==> src/rtl/dte_pkg.sv <==
// Constants, register layout and carrier types of the command timing enforcer
package dte_pkg;

  // ----------------------------------------------------------------------
  // Register byte offsets
  // ----------------------------------------------------------------------
  localparam logic [11:0] DTE_TIMING0_OFS = 12'h000;
  localparam logic [11:0] DTE_TIMING1_OFS = 12'h004;
  localparam logic [11:0] DTE_TIMING2_OFS = 12'h008;
  localparam logic [11:0] DTE_CONTROL_OFS = 12'h00c;
  localparam logic [11:0] DTE_STATUS_OFS  = 12'h010;

  // ----------------------------------------------------------------------
  // Field positions (lsb) and widths
  // ----------------------------------------------------------------------
  // timing_parameters_0
  localparam int unsigned ACT_PRE_LSB = 0,  ACT_PRE_W = 4;
  localparam int unsigned ROW_COL_LSB = 4,  ROW_COL_W = 4;
  localparam int unsigned WR_REC_LSB  = 8,  WR_REC_W  = 4;
  localparam int unsigned ROW_CYC_LSB = 12, ROW_CYC_W = 4;
  localparam int unsigned ROW_PRE_LSB = 16, ROW_PRE_W = 4;
  localparam int unsigned B2B_ACT_LSB = 20, B2B_ACT_W = 4;
  localparam int unsigned WR_RD_LSB   = 24, WR_RD_W   = 3;
  localparam int unsigned RED_WR_RD_BIT = 27;
  localparam int unsigned MODE_LD_LSB = 28, MODE_LD_W = 4;
  // timing_parameters_1
  localparam int unsigned REF_CYC_LSB = 0,  REF_CYC_W = 7;
  localparam int unsigned SRX_NRD_LSB = 8,  SRX_NRD_W = 8;
  localparam int unsigned SRX_RD_LSB  = 16, SRX_RD_W  = 8;
  localparam int unsigned PD_EXIT_LSB = 24, PD_EXIT_W = 4;
  // timing_parameters_2
  localparam int unsigned APD_FAST_LSB = 0,  APD_FAST_W = 4;
  localparam int unsigned APD_SLOW_LSB = 4,  APD_SLOW_W = 4;
  localparam int unsigned PRE_ALL_LSB  = 8,  PRE_ALL_W  = 4;
  localparam int unsigned RD_PRE_LSB   = 12, RD_PRE_W   = 3;
  localparam int unsigned FAW_LSB      = 16, FAW_W      = 4;
  // control register bits
  localparam int unsigned CTL_LP_LAT2_BIT   = 0;
  localparam int unsigned CTL_EIGHT_BANK_BIT = 1;
  localparam int unsigned CTL_APD_SLOW_BIT  = 2;

  // ----------------------------------------------------------------------
  // Reset values and fixed counts
  // ----------------------------------------------------------------------
  localparam logic [31:0] DTE_TIMING0_RST = 32'h22216226;
  localparam logic [31:0] DTE_TIMING1_RST = 32'h02d0100e;
  localparam logic [31:0] DTE_TIMING2_RST = 32'h000a2277;
  localparam logic [31:0] DTE_CONTROL_RST = 32'h00000002;
  localparam int unsigned DTE_BANKS       = 8;
  localparam int unsigned DTE_FAW_SLOTS   = 4;
  localparam logic [7:0]  DTE_BURST_CYC   = 8'h02;  // Write data clocks after a write

  // ----------------------------------------------------------------------
  // Commands and carriers
  // ----------------------------------------------------------------------
  typedef enum logic [3:0] {
    DTE_NOP  = 4'b0000,
    DTE_ACT  = 4'b0001,
    DTE_RD   = 4'b0010,
    DTE_WR   = 4'b0011,
    DTE_PRE  = 4'b0100,
    DTE_PREA = 4'b0101,
    DTE_REF  = 4'b0110,
    DTE_LMR  = 4'b0111,
    DTE_PDX  = 4'b1000,
    DTE_SRX  = 4'b1001,
    DTE_APDX = 4'b1010
  } dte_cmd_e;

  typedef struct packed {
    logic       valid;
    dte_cmd_e   cmd;
    logic [2:0] bank;
  } dte_req_s;

  typedef struct packed {
    logic        psel;
    logic        penable;
    logic        pwrite;
    logic [11:0] paddr;
    logic [31:0] pwdata;
  } dte_apb_req_s;

  typedef struct packed {
    logic [31:0] prdata;
    logic        pready;
    logic        pslverr;
  } dte_apb_rsp_s;

endpackage : dte_pkg

==> src/rtl/dte_timing_enforcer.sv <==
// Command spacing enforcer for a DDR / DDR2 / low-power DDR SDRAM controller
//
// Our own choices: the APB slave port and the placing of the registers.
`timescale 1ns/1ps
`default_nettype none

// What this block does
// - Precharge to a bank waits the active-to-precharge count after its Activate.
// - Read or Write waits the row-to-column count after the bank's Activate.
// - Precharge waits the write-recovery count after the last write data.
// - Activate waits the row-cycle count after an Activate to its bank; Refresh waits it after any Activate.
// - After a bank Precharge that bank takes nothing for the row-precharge count.
// - Activates to different banks are spaced by the bank-to-bank count.
// - Read waits the write-to-read count after a write burst.
// - Reduced write-to-read only for low-power latency 2 with the field at zero.
// - Activate or Refresh waits the mode-register count after Load Mode.
// - Any command waits the power-down exit count after a power-down or active power-down exit.
// - First Read waits the self-refresh-exit-to-read count.
// - Non-read commands wait the self-refresh-exit-to-non-read count.
// - Refresh or Activate waits the refresh-cycle count after Refresh.
// - Eight-bank parts: at most four Activates in the four-activate window.
// - Precharge waits the read-to-precharge count after a Read.
// - After Precharge All nothing issues for the precharge-all count.
// - Read after slow active power-down exit waits the slow-exit count.
// - Read after fast active power-down exit waits the fast-exit count.
// - Every delay is counted in cycles of the memory bus clock.
module dte_timing_enforcer (
  // Clock and reset
  input  wire logic             mclk,
  input  wire logic             rst_n,
  // APB register port
  input  wire dte_pkg::dte_apb_req_s apb_req,
  output var  dte_pkg::dte_apb_rsp_s apb_rsp,
  // Command request from the scheduler
  input  wire dte_pkg::dte_req_s cmd_req,
  output logic                   cmd_ready,
  // Command released toward the SDRAM pins
  output var  dte_pkg::dte_req_s cmd_issued
);
  import dte_pkg::*;

  // ----------------------------------------------------------------------
  // State
  // ----------------------------------------------------------------------
  typedef logic [DTE_BANKS-1:0][7:0] dte_bank_cnt_t;

  typedef struct packed {
    logic [31:0]    timing0;
    logic [31:0]    timing1;
    logic [31:0]    timing2;
    logic [31:0]    control;
    logic [31:0]    rdata;
    logic           slverr;
    dte_req_s       issued;
    logic           stalled;
    logic [DTE_BANKS-1:0] open;
    dte_bank_cnt_t  ras;     // Activate to precharge
    dte_bank_cnt_t  rcd;     // Activate to read/write
    dte_bank_cnt_t  wrp;     // Write data to precharge
    dte_bank_cnt_t  rtp;     // Read to precharge
    dte_bank_cnt_t  rp;      // Precharge to any command in that bank
    dte_bank_cnt_t  rc;      // Activate to activate/refresh
    logic [7:0]     rrd;
    logic [7:0]     wtr;
    logic [7:0]     mrd;
    logic [7:0]     xp;
    logic [7:0]     xsrd;
    logic [7:0]     xsnr;
    logic [7:0]     rfc;
    logic [7:0]     rpa;
    logic [7:0]     xard;
    logic [DTE_FAW_SLOTS-1:0][7:0] faw;
  } dte_state_s;

  dte_state_s state_reg;
  dte_state_s state_next;
  logic       cmd_ok;

  // ----------------------------------------------------------------------
  // Helpers
  // ----------------------------------------------------------------------
  // Extract a timing field, zero-extended to counter width
  function automatic logic [7:0] fld(input logic [31:0] r, input int unsigned lsb,
                                     input int unsigned w);
    logic [31:0] m;
    m = (32'h1 << w) - 32'h1;
    fld = 8'((r >> lsb) & m);
  endfunction : fld

  // A count of N lets the gated command go N cycles later
  function automatic logic [7:0] ld(input logic [7:0] n);
    ld = (n == 8'h00) ? 8'h00 : n - 8'h01;
  endfunction : ld

  function automatic logic [7:0] dec(input logic [7:0] c);
    dec = ld(c);
  endfunction : dec

  // ----------------------------------------------------------------------
  // Next-state logic
  // ----------------------------------------------------------------------
  // Counters only ever count mclk edges, which is the memory bus clock
  always_comb begin
    logic        ras_clr;
    logic        wr_clr;
    logic        rtp_clr;
    logic        rp_clr;
    logic        rc_clr;
    logic        faw_ok;
    logic        faw_en;
    logic        red_wr_rd;
    logic        gen_ok;
    logic        rd_gate_ok;
    logic        slot_found;
    logic [2:0]  b;
    logic [11:0] a;
    logic [7:0]  wtr_ld;
    ras_clr    = 1'b1;
    wr_clr     = 1'b1;
    rtp_clr    = 1'b1;
    rp_clr     = 1'b1;
    rc_clr     = 1'b1;
    faw_ok     = 1'b0;
    slot_found = 1'b0;
    {faw_en, red_wr_rd, gen_ok, rd_gate_ok, wtr_ld} = '0;
    b          = cmd_req.bank;
    a          = apb_req.paddr;
    state_next = state_reg;

    // Aggregates over all banks for the all-bank commands
    for (int i = 0; i < DTE_BANKS; i++) begin
      ras_clr = ras_clr & (state_reg.ras[i] == 8'h00);
      wr_clr  = wr_clr  & (state_reg.wrp[i] == 8'h00);
      rtp_clr = rtp_clr & (state_reg.rtp[i] == 8'h00);
      rp_clr  = rp_clr  & (state_reg.rp[i]  == 8'h00);
      rc_clr  = rc_clr  & (state_reg.rc[i]  == 8'h00);
    end
    for (int k = 0; k < DTE_FAW_SLOTS; k++) begin
      faw_ok = faw_ok | (state_reg.faw[k] == 8'h00);
    end
    faw_en = state_reg.control[CTL_EIGHT_BANK_BIT];

    // Reduced spacing needs low-power latency 2 and a zero field
    red_wr_rd = state_reg.timing0[RED_WR_RD_BIT] & state_reg.control[CTL_LP_LAT2_BIT] &
                (fld(state_reg.timing0, WR_RD_LSB, WR_RD_W) == 8'h00);

    // Exit gates shared by most commands
    gen_ok     = (state_reg.xp == 8'h00) &
                 (state_reg.xsnr == 8'h00) &
                 (state_reg.rpa == 8'h00);
    rd_gate_ok = (state_reg.xp == 8'h00) &
                 (state_reg.xsrd == 8'h00) &
                 (state_reg.xard == 8'h00) &
                 (state_reg.rpa == 8'h00);

    // Issue decision: a pending command waits for every counter it needs
    unique case (cmd_req.cmd)
      DTE_NOP:  cmd_ok = 1'b1;
      DTE_ACT:  cmd_ok = gen_ok & (state_reg.rc[b] == 8'h00) &
                         (state_reg.rp[b] == 8'h00) &
                         (state_reg.rrd == 8'h00) &
                         (state_reg.mrd == 8'h00) &
                         (state_reg.rfc == 8'h00) &
                         (faw_ok | ~faw_en);
      DTE_RD:   cmd_ok = rd_gate_ok & (state_reg.rcd[b] == 8'h00) &
                         (state_reg.rp[b] == 8'h00) &
                         (state_reg.wtr == 8'h00);
      DTE_WR:   cmd_ok = gen_ok & (state_reg.rcd[b] == 8'h00) &
                         (state_reg.rp[b] == 8'h00);
      DTE_PRE:  cmd_ok = gen_ok & (state_reg.ras[b] == 8'h00) &
                         (state_reg.wrp[b] == 8'h00) &
                         (state_reg.rtp[b] == 8'h00) &
                         (state_reg.rp[b] == 8'h00);
      DTE_PREA: cmd_ok = gen_ok & ras_clr & wr_clr & rtp_clr & rp_clr;
      DTE_REF:  cmd_ok = gen_ok & rc_clr & rp_clr &
                         (state_reg.mrd == 8'h00) &
                         (state_reg.rfc == 8'h00);
      DTE_LMR:  cmd_ok = gen_ok & rp_clr & (state_reg.rfc == 8'h00) &
                         (state_reg.mrd == 8'h00);
      DTE_PDX, DTE_SRX, DTE_APDX: cmd_ok = 1'b1;  // Raising CKE needs no spacing
      default:  cmd_ok = 1'b0;                    // Unknown codes never issue
    endcase

    // Every interval counts down by one per clock
    for (int i = 0; i < DTE_BANKS; i++) begin
      state_next.ras[i] = dec(state_reg.ras[i]);
      state_next.rcd[i] = dec(state_reg.rcd[i]);
      state_next.wrp[i] = dec(state_reg.wrp[i]);
      state_next.rtp[i] = dec(state_reg.rtp[i]);
      state_next.rp[i]  = dec(state_reg.rp[i]);
      state_next.rc[i]  = dec(state_reg.rc[i]);
    end
    for (int k = 0; k < DTE_FAW_SLOTS; k++) begin
      state_next.faw[k] = dec(state_reg.faw[k]);
    end
    state_next.rrd  = dec(state_reg.rrd);
    state_next.wtr  = dec(state_reg.wtr);
    state_next.mrd  = dec(state_reg.mrd);
    state_next.xp   = dec(state_reg.xp);
    state_next.xsrd = dec(state_reg.xsrd);
    state_next.xsnr = dec(state_reg.xsnr);
    state_next.rfc  = dec(state_reg.rfc);
    state_next.rpa  = dec(state_reg.rpa);
    state_next.xard = dec(state_reg.xard);

    // Write-to-read spans the burst; reduced mode lets the read go on the next clock after the write
    wtr_ld = red_wr_rd ? 8'h00 :
             ld(DTE_BURST_CYC + fld(state_reg.timing0, WR_RD_LSB, WR_RD_W));

    // Restart the counters that the issued command opens
    state_next.issued.valid = cmd_req.valid & cmd_ok;
    state_next.issued.cmd   = cmd_req.cmd;
    state_next.issued.bank  = cmd_req.bank;
    state_next.stalled      = cmd_req.valid & ~cmd_ok;
    if (cmd_req.valid && cmd_ok) begin
      unique case (cmd_req.cmd)
        DTE_ACT: begin
          state_next.open[b] = 1'b1;
          state_next.ras[b]  = ld(fld(state_reg.timing0, ACT_PRE_LSB, ACT_PRE_W));
          state_next.rcd[b]  = ld(fld(state_reg.timing0, ROW_COL_LSB, ROW_COL_W));
          state_next.rc[b]   = ld(fld(state_reg.timing0, ROW_CYC_LSB, ROW_CYC_W));
          state_next.rrd     = ld(fld(state_reg.timing0, B2B_ACT_LSB, B2B_ACT_W));
          // Lowest-numbered expired slot takes this activate
          for (int k = 0; k < DTE_FAW_SLOTS; k++) begin
            if (!slot_found && state_reg.faw[k] == 8'h00) begin
              slot_found        = 1'b1;
              state_next.faw[k] = ld(fld(state_reg.timing2, FAW_LSB, FAW_W));
            end
          end
        end
        DTE_RD: begin
          state_next.rtp[b] = ld(fld(state_reg.timing2, RD_PRE_LSB, RD_PRE_W));
        end
        DTE_WR: begin
          // Recovery starts after the burst's last data clock
          state_next.wrp[b] = ld(DTE_BURST_CYC +
                                 fld(state_reg.timing0, WR_REC_LSB, WR_REC_W));
          state_next.wtr    = wtr_ld;
        end
        DTE_PRE: begin
          state_next.open[b] = 1'b0;
          state_next.rp[b]   = ld(fld(state_reg.timing0, ROW_PRE_LSB, ROW_PRE_W));
        end
        DTE_PREA: begin
          state_next.open = '0;
          state_next.rpa  = ld(fld(state_reg.timing2, PRE_ALL_LSB, PRE_ALL_W));
        end
        DTE_REF: begin
          state_next.rfc = ld(fld(state_reg.timing1, REF_CYC_LSB, REF_CYC_W));
        end
        DTE_LMR: begin
          state_next.mrd = ld(fld(state_reg.timing0, MODE_LD_LSB, MODE_LD_W));
        end
        DTE_PDX: begin
          state_next.xp = ld(fld(state_reg.timing1, PD_EXIT_LSB, PD_EXIT_W));
        end
        DTE_SRX: begin
          state_next.xsrd = ld(fld(state_reg.timing1, SRX_RD_LSB, SRX_RD_W));
          state_next.xsnr = ld(fld(state_reg.timing1, SRX_NRD_LSB, SRX_NRD_W));
        end
        DTE_APDX: begin
          // Exit mode picks the read spacing
          state_next.xp = ld(fld(state_reg.timing1, PD_EXIT_LSB, PD_EXIT_W));
          if (state_reg.control[CTL_APD_SLOW_BIT]) begin
            state_next.xard = ld(fld(state_reg.timing2, APD_SLOW_LSB, APD_SLOW_W));
          end else begin
            state_next.xard = ld(fld(state_reg.timing2, APD_FAST_LSB, APD_FAST_W));
          end
        end
        default: state_next.open = state_reg.open;
      endcase
    end

    // APB: read data and error are captured in the setup phase
    if (apb_req.psel && !apb_req.penable) begin
      state_next.slverr = 1'b0;
      unique case (a)
        DTE_TIMING0_OFS: state_next.rdata = state_reg.timing0;
        DTE_TIMING1_OFS: state_next.rdata = state_reg.timing1;
        DTE_TIMING2_OFS: state_next.rdata = state_reg.timing2;
        DTE_CONTROL_OFS: state_next.rdata = state_reg.control;
        DTE_STATUS_OFS:  state_next.rdata = {16'h0000, state_reg.open, 6'h00,
                                             state_reg.stalled,
                                             ras_clr & wr_clr & rtp_clr & rp_clr & rc_clr};
        default: begin
          state_next.rdata  = 32'h00000000;
          state_next.slverr = 1'b1;
        end
      endcase
    end

    // APB writes land in the access phase; status is read-only
    if (apb_req.psel && apb_req.penable && apb_req.pwrite) begin
      unique case (a)
        DTE_TIMING0_OFS: state_next.timing0 = apb_req.pwdata;
        DTE_TIMING1_OFS: state_next.timing1 = apb_req.pwdata;
        DTE_TIMING2_OFS: state_next.timing2 = apb_req.pwdata;
        DTE_CONTROL_OFS: state_next.control = {29'h00000000, apb_req.pwdata[2:0]};
        default:         state_next.control = state_reg.control;
      endcase
    end
  end

  // ----------------------------------------------------------------------
  // State register
  // ----------------------------------------------------------------------
  // Reset leaves every interval expired and safe default timings
  always_ff @(posedge mclk or negedge rst_n) begin
    if (!rst_n) begin
      state_reg         <= '0;
      state_reg.timing0 <= DTE_TIMING0_RST;
      state_reg.timing1 <= DTE_TIMING1_RST;
      state_reg.timing2 <= DTE_TIMING2_RST;
      state_reg.control <= DTE_CONTROL_RST;
    end else begin
      state_reg <= state_next;
    end
  end

  // ----------------------------------------------------------------------
  // Outputs
  // ----------------------------------------------------------------------
  // Ready is combinational so an expired interval costs no extra clock
  assign cmd_ready       = cmd_ok;
  assign cmd_issued      = state_reg.issued;
  assign apb_rsp.prdata  = state_reg.rdata;
  assign apb_rsp.pslverr = state_reg.slverr & apb_req.psel & apb_req.penable;
  assign apb_rsp.pready  = 1'b1;

endmodule : dte_timing_enforcer

`default_nettype wire

==> config.mk <==
export PLATFORM = sky130hd
export DESIGN_NAME = dte_timing_enforcer
export DESIGN_NICKNAME = d
export VERILOG_FILES = /design/src/rtl/dte_pkg.sv /design/src/rtl/dte_timing_enforcer.sv
export SDC_FILE = /design/constraint.sdc
export NUM_CORES = 1
export LEC_CHECK = 0
export BUFFER_PORTS_ARGS = -buffer_cell sky130_fd_sc_hd__buf_2
export CAP_MARGIN = 20
export CORE_UTILIZATION = 40
export CTS_CLUSTER_DIAMETER = 100
export DETAILED_ROUTE_END_ITERATION = 10
export HOLD_SLACK_MARGIN = 0.15
export PLACE_DENSITY = 0.59
export SETUP_SLACK_MARGIN = 0.2
export SLEW_MARGIN = 0
export SYNTH_ARGS = -nofsm -noshare
export SYNTH_HDL_FRONTEND = slang
export SYNTH_SLANG_ARGS = --single-unit
export TNS_END_PERCENT = 50
==> constraint.sdc <==
create_clock -name mclk -period 11.1 [get_ports mclk]
set_input_delay 2.22 -clock mclk [delete_from_list [all_inputs] [get_ports mclk]]
set_output_delay 2.22 -clock mclk [all_outputs]
set_load 0.02 [all_outputs]
* After elaboration in Yosys (flattened, before gate mapping)
Cells that the tools add are included.
** Word-level totals
- Flip-flop bits (word level) :: 637
- Input port bits :: 57
- Output and inout port bits :: 43
** Cells by class
- Reductions and logical operators :: 108
- $lt $le $gt $ge :: 2
- Eq/ne operators :: 14
- Add/subtract/negate cells :: 80
- Bitwise logic cells :: 85
- Muxes and demuxes :: 133
** Operators with widths (count)
- $mux 8 :: 97
- $logic_not 8->1 :: 85
- $sub 8x1->8 const B :: 63
- $mux 488 :: 1
- $bwmux 64 :: 6
- $mux 64 :: 3
- $pmux 32 s5 :: 1
- $bmux 8 s3 :: 6
- $mux 128 :: 1
- $and 1x1->1 :: 76
- $mux 72 :: 1
- $sub 4x1->5 const B :: 12
- $mux 32 :: 1
- $demux 8 s3 :: 1
- $eq 12x4->1 const B :: 2
- $pmux 8 s3 :: 1
- $eq 4x3->1 const B :: 4
- $mux 16 :: 1
- $eq 12x3->1 const B :: 1
- $eq 12x5->1 const B :: 1
- $eq 4x4->1 const B :: 3
- $logic_not 12->1 :: 1
- $mux 1 :: 11
- $reduce_and 2->1 :: 5
- other kinds (23) :: 38

* Longest topological paths before layout
- Depth after elaboration :: 30
- Mapped depth :: 13

* Least setup slack after synthesis
Ideal clock, no wire load.
- Kind :: input-to-output
- Start :: in cmd_req[0] in the netlist's numbering
- End :: out cmd_ready
- Path buffers :: 4
- Setup slack :: 4.377 ns
- Stages :: 10
- Data required time :: 8.880 ns
- Arrival :: 4.503 ns
- Cells stage by stage :: clkbuf_1 > clkbuf_1 > buf_1 > o31ai_1 > o211ai_1 > o32ai_2 > buf_2 > nor2_1 > a21oi_1 > or3_1
** On the way
- Cells in the longest elaborated chain, start to end :: 10
- Elaborated cells between the ends (all ways) :: 34
- Classes of those cells :: 13 x mux; 15 x bitwise; 6 x reduce/logical
** RTL lines
- start: declaration :: line dte_timing_enforcer.sv:35 : input wire dte_pkg::dte_req_s cmd_req,
- $bmux 8 s3 :: line dte_timing_enforcer.sv:159 : DTE_ACT: cmd_ok = gen_ok & (state_reg.rc[b] == 8'h00) &
- $mux 8 (implied by the code) :: line dte_timing_enforcer.sv:159
- $logic_not 8->1 :: line dte_timing_enforcer.sv:159
- $and 1x1->1 (2 in a row) :: line dte_timing_enforcer.sv:159
- $and 1x1->1 :: line dte_timing_enforcer.sv:160 : (state_reg.rp[b] == 8'h00) &
- $and 1x1->1 :: line dte_timing_enforcer.sv:161 : (state_reg.rrd == 8'h00) &
- $and 1x1->1 :: line dte_timing_enforcer.sv:162 : (state_reg.mrd == 8'h00) &
- $and 1x1->1 :: line dte_timing_enforcer.sv:163 : (state_reg.rfc == 8'h00) &
- $pmux 1 s8 * :: line dte_timing_enforcer.sv:157 : unique case (cmd_req.cmd)
- end: declaration :: line dte_timing_enforcer.sv:36 : output logic cmd_ready,
Mark *: on every way between the ends. The rest lies on a longest branch, timed or not. The select of a mux whose other input is x is not followed.

* Worst setup path after layout
Ends and elaborated chain as after synthesis.

==> impl_metrics.env <==
export IMPL_setup_violations=0
export IMPL_endpoint_kind="output pin"
export IMPL_synth_top_cell_area_share=0.4320
export IMPL_clkPwrFrac=0.296
export IMPL_start_util=0.4047
export IMPL_intPower_mw=5.536
export IMPL_mostFrequentLayoutCells="dfrtp_1, nor2_1, nand2_1"
export IMPL_critPathLaunch="cmd_req[0]"
export IMPL_combPwrFrac=0.250
export IMPL_area_growth_pct=11.54
export IMPL_slew_limit_headroom=0.2002
export IMPL_dpl_instance_area_um2=36780
export IMPL_fp_coreArea_um2=87020
export IMPL_sw_frac_of_total=0.3378
export IMPL_synth_edf_count=0
export IMPL_die_h_um=298.7
export IMPL_wl_per_cell_um=18.96
export IMPL_min_path_type="flip-flop to flip-flop"
export IMPL_hold_ws_ns=0.4772
export IMPL_cp_slowest_stage_delay_ns=0.95
export IMPL_grt_antenna_before_repair=6
export IMPL_h_tree_depth=3
export IMPL_place_congestion=0.8952
export IMPL_routed_wl_um=95610
export IMPL_grt_pass1_vias=26315
export IMPL_slowest_stage="o32ai_2"
export IMPL_dieWidth_um=298.7
export IMPL_cts_sinks=637
export IMPL_grt_pass1_wl_um=151400
export IMPL_ant_nets=0
export IMPL_period_needed_ns=8.280
export IMPL_rsz0062_at_grt="no"
export IMPL_cts_hold_buf=0
export IMPL_track_usage=0.2144
export IMPL_syn_nets=3919
export IMPL_grt_overflow_total=0
export IMPL_leakagePower_nw=17.18
export IMPL_port_buffers=98
export IMPL_via_per_inst=5.498
export IMPL_r2r_end="state_reg[319]$_DFF_PN0_"
export IMPL_synth_largest_area_cell="dfrtp_1"
export IMPL_min_from="apb_rsp[8]$_DFFE_PN0P_"
export IMPL_ctsResizeCount=0
export IMPL_utilization=0.4513
export IMPL_path_class="input port to output pin"
export IMPL_finClkSkew_ns=0.02892
export IMPL_syn_inst=3759
export IMPL_clk_latency_ns=0.64
export IMPL_cts_tree="done"
export IMPL_fin_nets=3984
export IMPL_crit_arrival_ns=6.06
export IMPL_cp_top_family="compound AO/OA/AOI/OAI gates"
export IMPL_path_cells="buf_2 -> buf_4 -> clkinv_1 -> buf_4 -> o311ai_0 -> nand3_1 -> o32ai_2 -> nor2_1 -> a21oi_1 -> or3_1 -> buf_2"
export IMPL_num_rows=108
export IMPL_fin_area_um2=39280
export IMPL_fp_dieArea_um2=89230
export IMPL_yosys_cell_types_count=90
export IMPL_pwr_share_seq=0.454
export IMPL_maxSlewViolCount=0
export IMPL_clkTransAtPathRegs_ns=0.05
export IMPL_max_freq_mhz=120.8
export IMPL_reg2reg_slack_ns=6.18
export IMPL_synthTopCellsByArea="dfrtp_1, mux2i_1, nor2_1, o21ai_0, nand2_1"
export IMPL_numCtsBuffers=74
export IMPL_post_cts_buffers=0
export IMPL_cts_buffer_depth=3
export IMPL_grt_max_degree=166
export IMPL_synth_seq_area_share=0.4537
export IMPL_hpwl_um=67740
export IMPL_netlist_area_um2=35220
export IMPL_start_kind="input port"
export IMPL_finalHoldViolCount=0
export IMPL_hold_path_depth=2
export IMPL_path_max_fanout=54
export IMPL_drv_cap=0
export IMPL_syn_avg_cell_area_um2=9.368
export IMPL_switching_power_mw=2.824
export IMPL_drtIter0Drc=2089
export IMPL_root_buffer="clkbuf_16"
export IMPL_worstReg2RegStart="state_reg[88]$_DFF_PN0_"
export IMPL_largest_reg_flops=597
export IMPL_required_ns=8.88
export IMPL_cp_num_buf_inv=5
export IMPL_ys_warnings_count=0
export IMPL_drive_gt1_frac=0.1215
export IMPL_fin_setup_tns_ns=0
export IMPL_timing_final_ws_setup_ns=2.820
export IMPL_status="finished clean"
export IMPL_hold_end="apb_rsp[8]$_DFFE_PN0P_"
export IMPL_p_per_area_nw_per_um2=212.8
export IMPL_num_vias=27720
export IMPL_worst_ir_drop_vdd_uv=115.8
export IMPL_ys_flop_type="dfrtp_1"
export IMPL_synth_async_sr_flop_share=1.000
export IMPL_drc=0
export IMPL_tightest_slew_ns=1.195
export IMPL_place_ws_ns=3.031
export IMPL_r2r_cells=11
export IMPL_firstDrtPassIters=5
export IMPL_synth_seq_cells=637
export IMPL_ios=100
export IMPL_min_period_over_period=0.7460
export IMPL_final_common_cell="dfrtp_1"
## worst max-delay path by stage
stage / slack [ns] / end / depth (start not counted)
after global placement: 3.14 / cmd_ready / 11
after global routing: 2.70 / cmd_ready / 11
after detailed placement: 3.03 / cmd_ready / 11
final: 2.82 / cmd_ready / 11
after CTS: 3.01 / cmd_ready / 11
after floorplan: 4.38 / cmd_ready / 10
## Yosys cell counts, drive strengths merged, types with 45 or more instances
cell type	n
xnor2	122
o21ai	294
mux2	95
nor3b	54
inv	188
a21oi	153
clkbuf	89
nor4	76
nor2	453
buf	70
nand2b	45
nor3	205
nand2	365
mux2i	179
nand3	64
o31ai	63
ha	103
xor2	87
or3	57
dfrtp	608
## worst min-delay path, delay by kind of cell (launching register included)
kind | cells | cell delay (ns)
AOI/OAI and AO/OA | 1 | 0.05
DFF | 1 | 0.34
and+or+nand+nor | 1 | 0.05
## cells by family after synthesis
group | count (synthesis) | share of synthesized area
and+or+nand+nor | 1518 | 0.2143
other | 1 | 0.0001065
AOI/OAI and AO/OA | 664 | 0.1158
buffers and inverters | 348 | 0.04303
DFF | 637 | 0.4537
adders and majority gates | 103 | 0.03660
muxes | 279 | 0.08456
xor gates and xnor gates | 209 | 0.05198
## power groups by stage
stage / Combinational (mW) / Sequential [mW] / Clock (mW)
2_1_floorplan: 1.72 / 3.62 / 0
3_3_place_gp: 2.03 / 3.81 / 0
3_5_place_dp: 2.09 / 3.80 / 0
4_1_cts: 2.09 / 3.78 / 2.54
5_1_grt: 2.43 / 3.91 / 2.62
6_report: 2.09 / 3.80 / 2.48
## layout make-up
type	instances	area (µm²)
timing repair buffer	148	888.4
fill	8513	47750
clock buffer	120	2256
inverter	189	709.4
multi-input combinational	2774	17790
antenna	3	7.507
clock inverter	16	205.2
sequential	637	15980
tap	1155	1445
## metrics by stage
step / power, mW / cells
global placement: 5.836 / 4898
finish: 8.360 / 5042
global route: 8.960 / 5040
detailed placement: 5.890 / 4899
CTS: 8.414 / 5035
floorplan: 5.337 / 3759
## metal layers
metal	wire length (µm)	global-route usage	up-vias	part of all wire
met1	45790	0.3138	13577	0.48
li1	-	-	13319	-
met2	41880	0.3243	669	0.44
met4	2725	0.06621	10	0.029
met5	63	0	-	0.00066
met3	5147	0.03439	145	0.054
(Power assumes the default switching activity.)
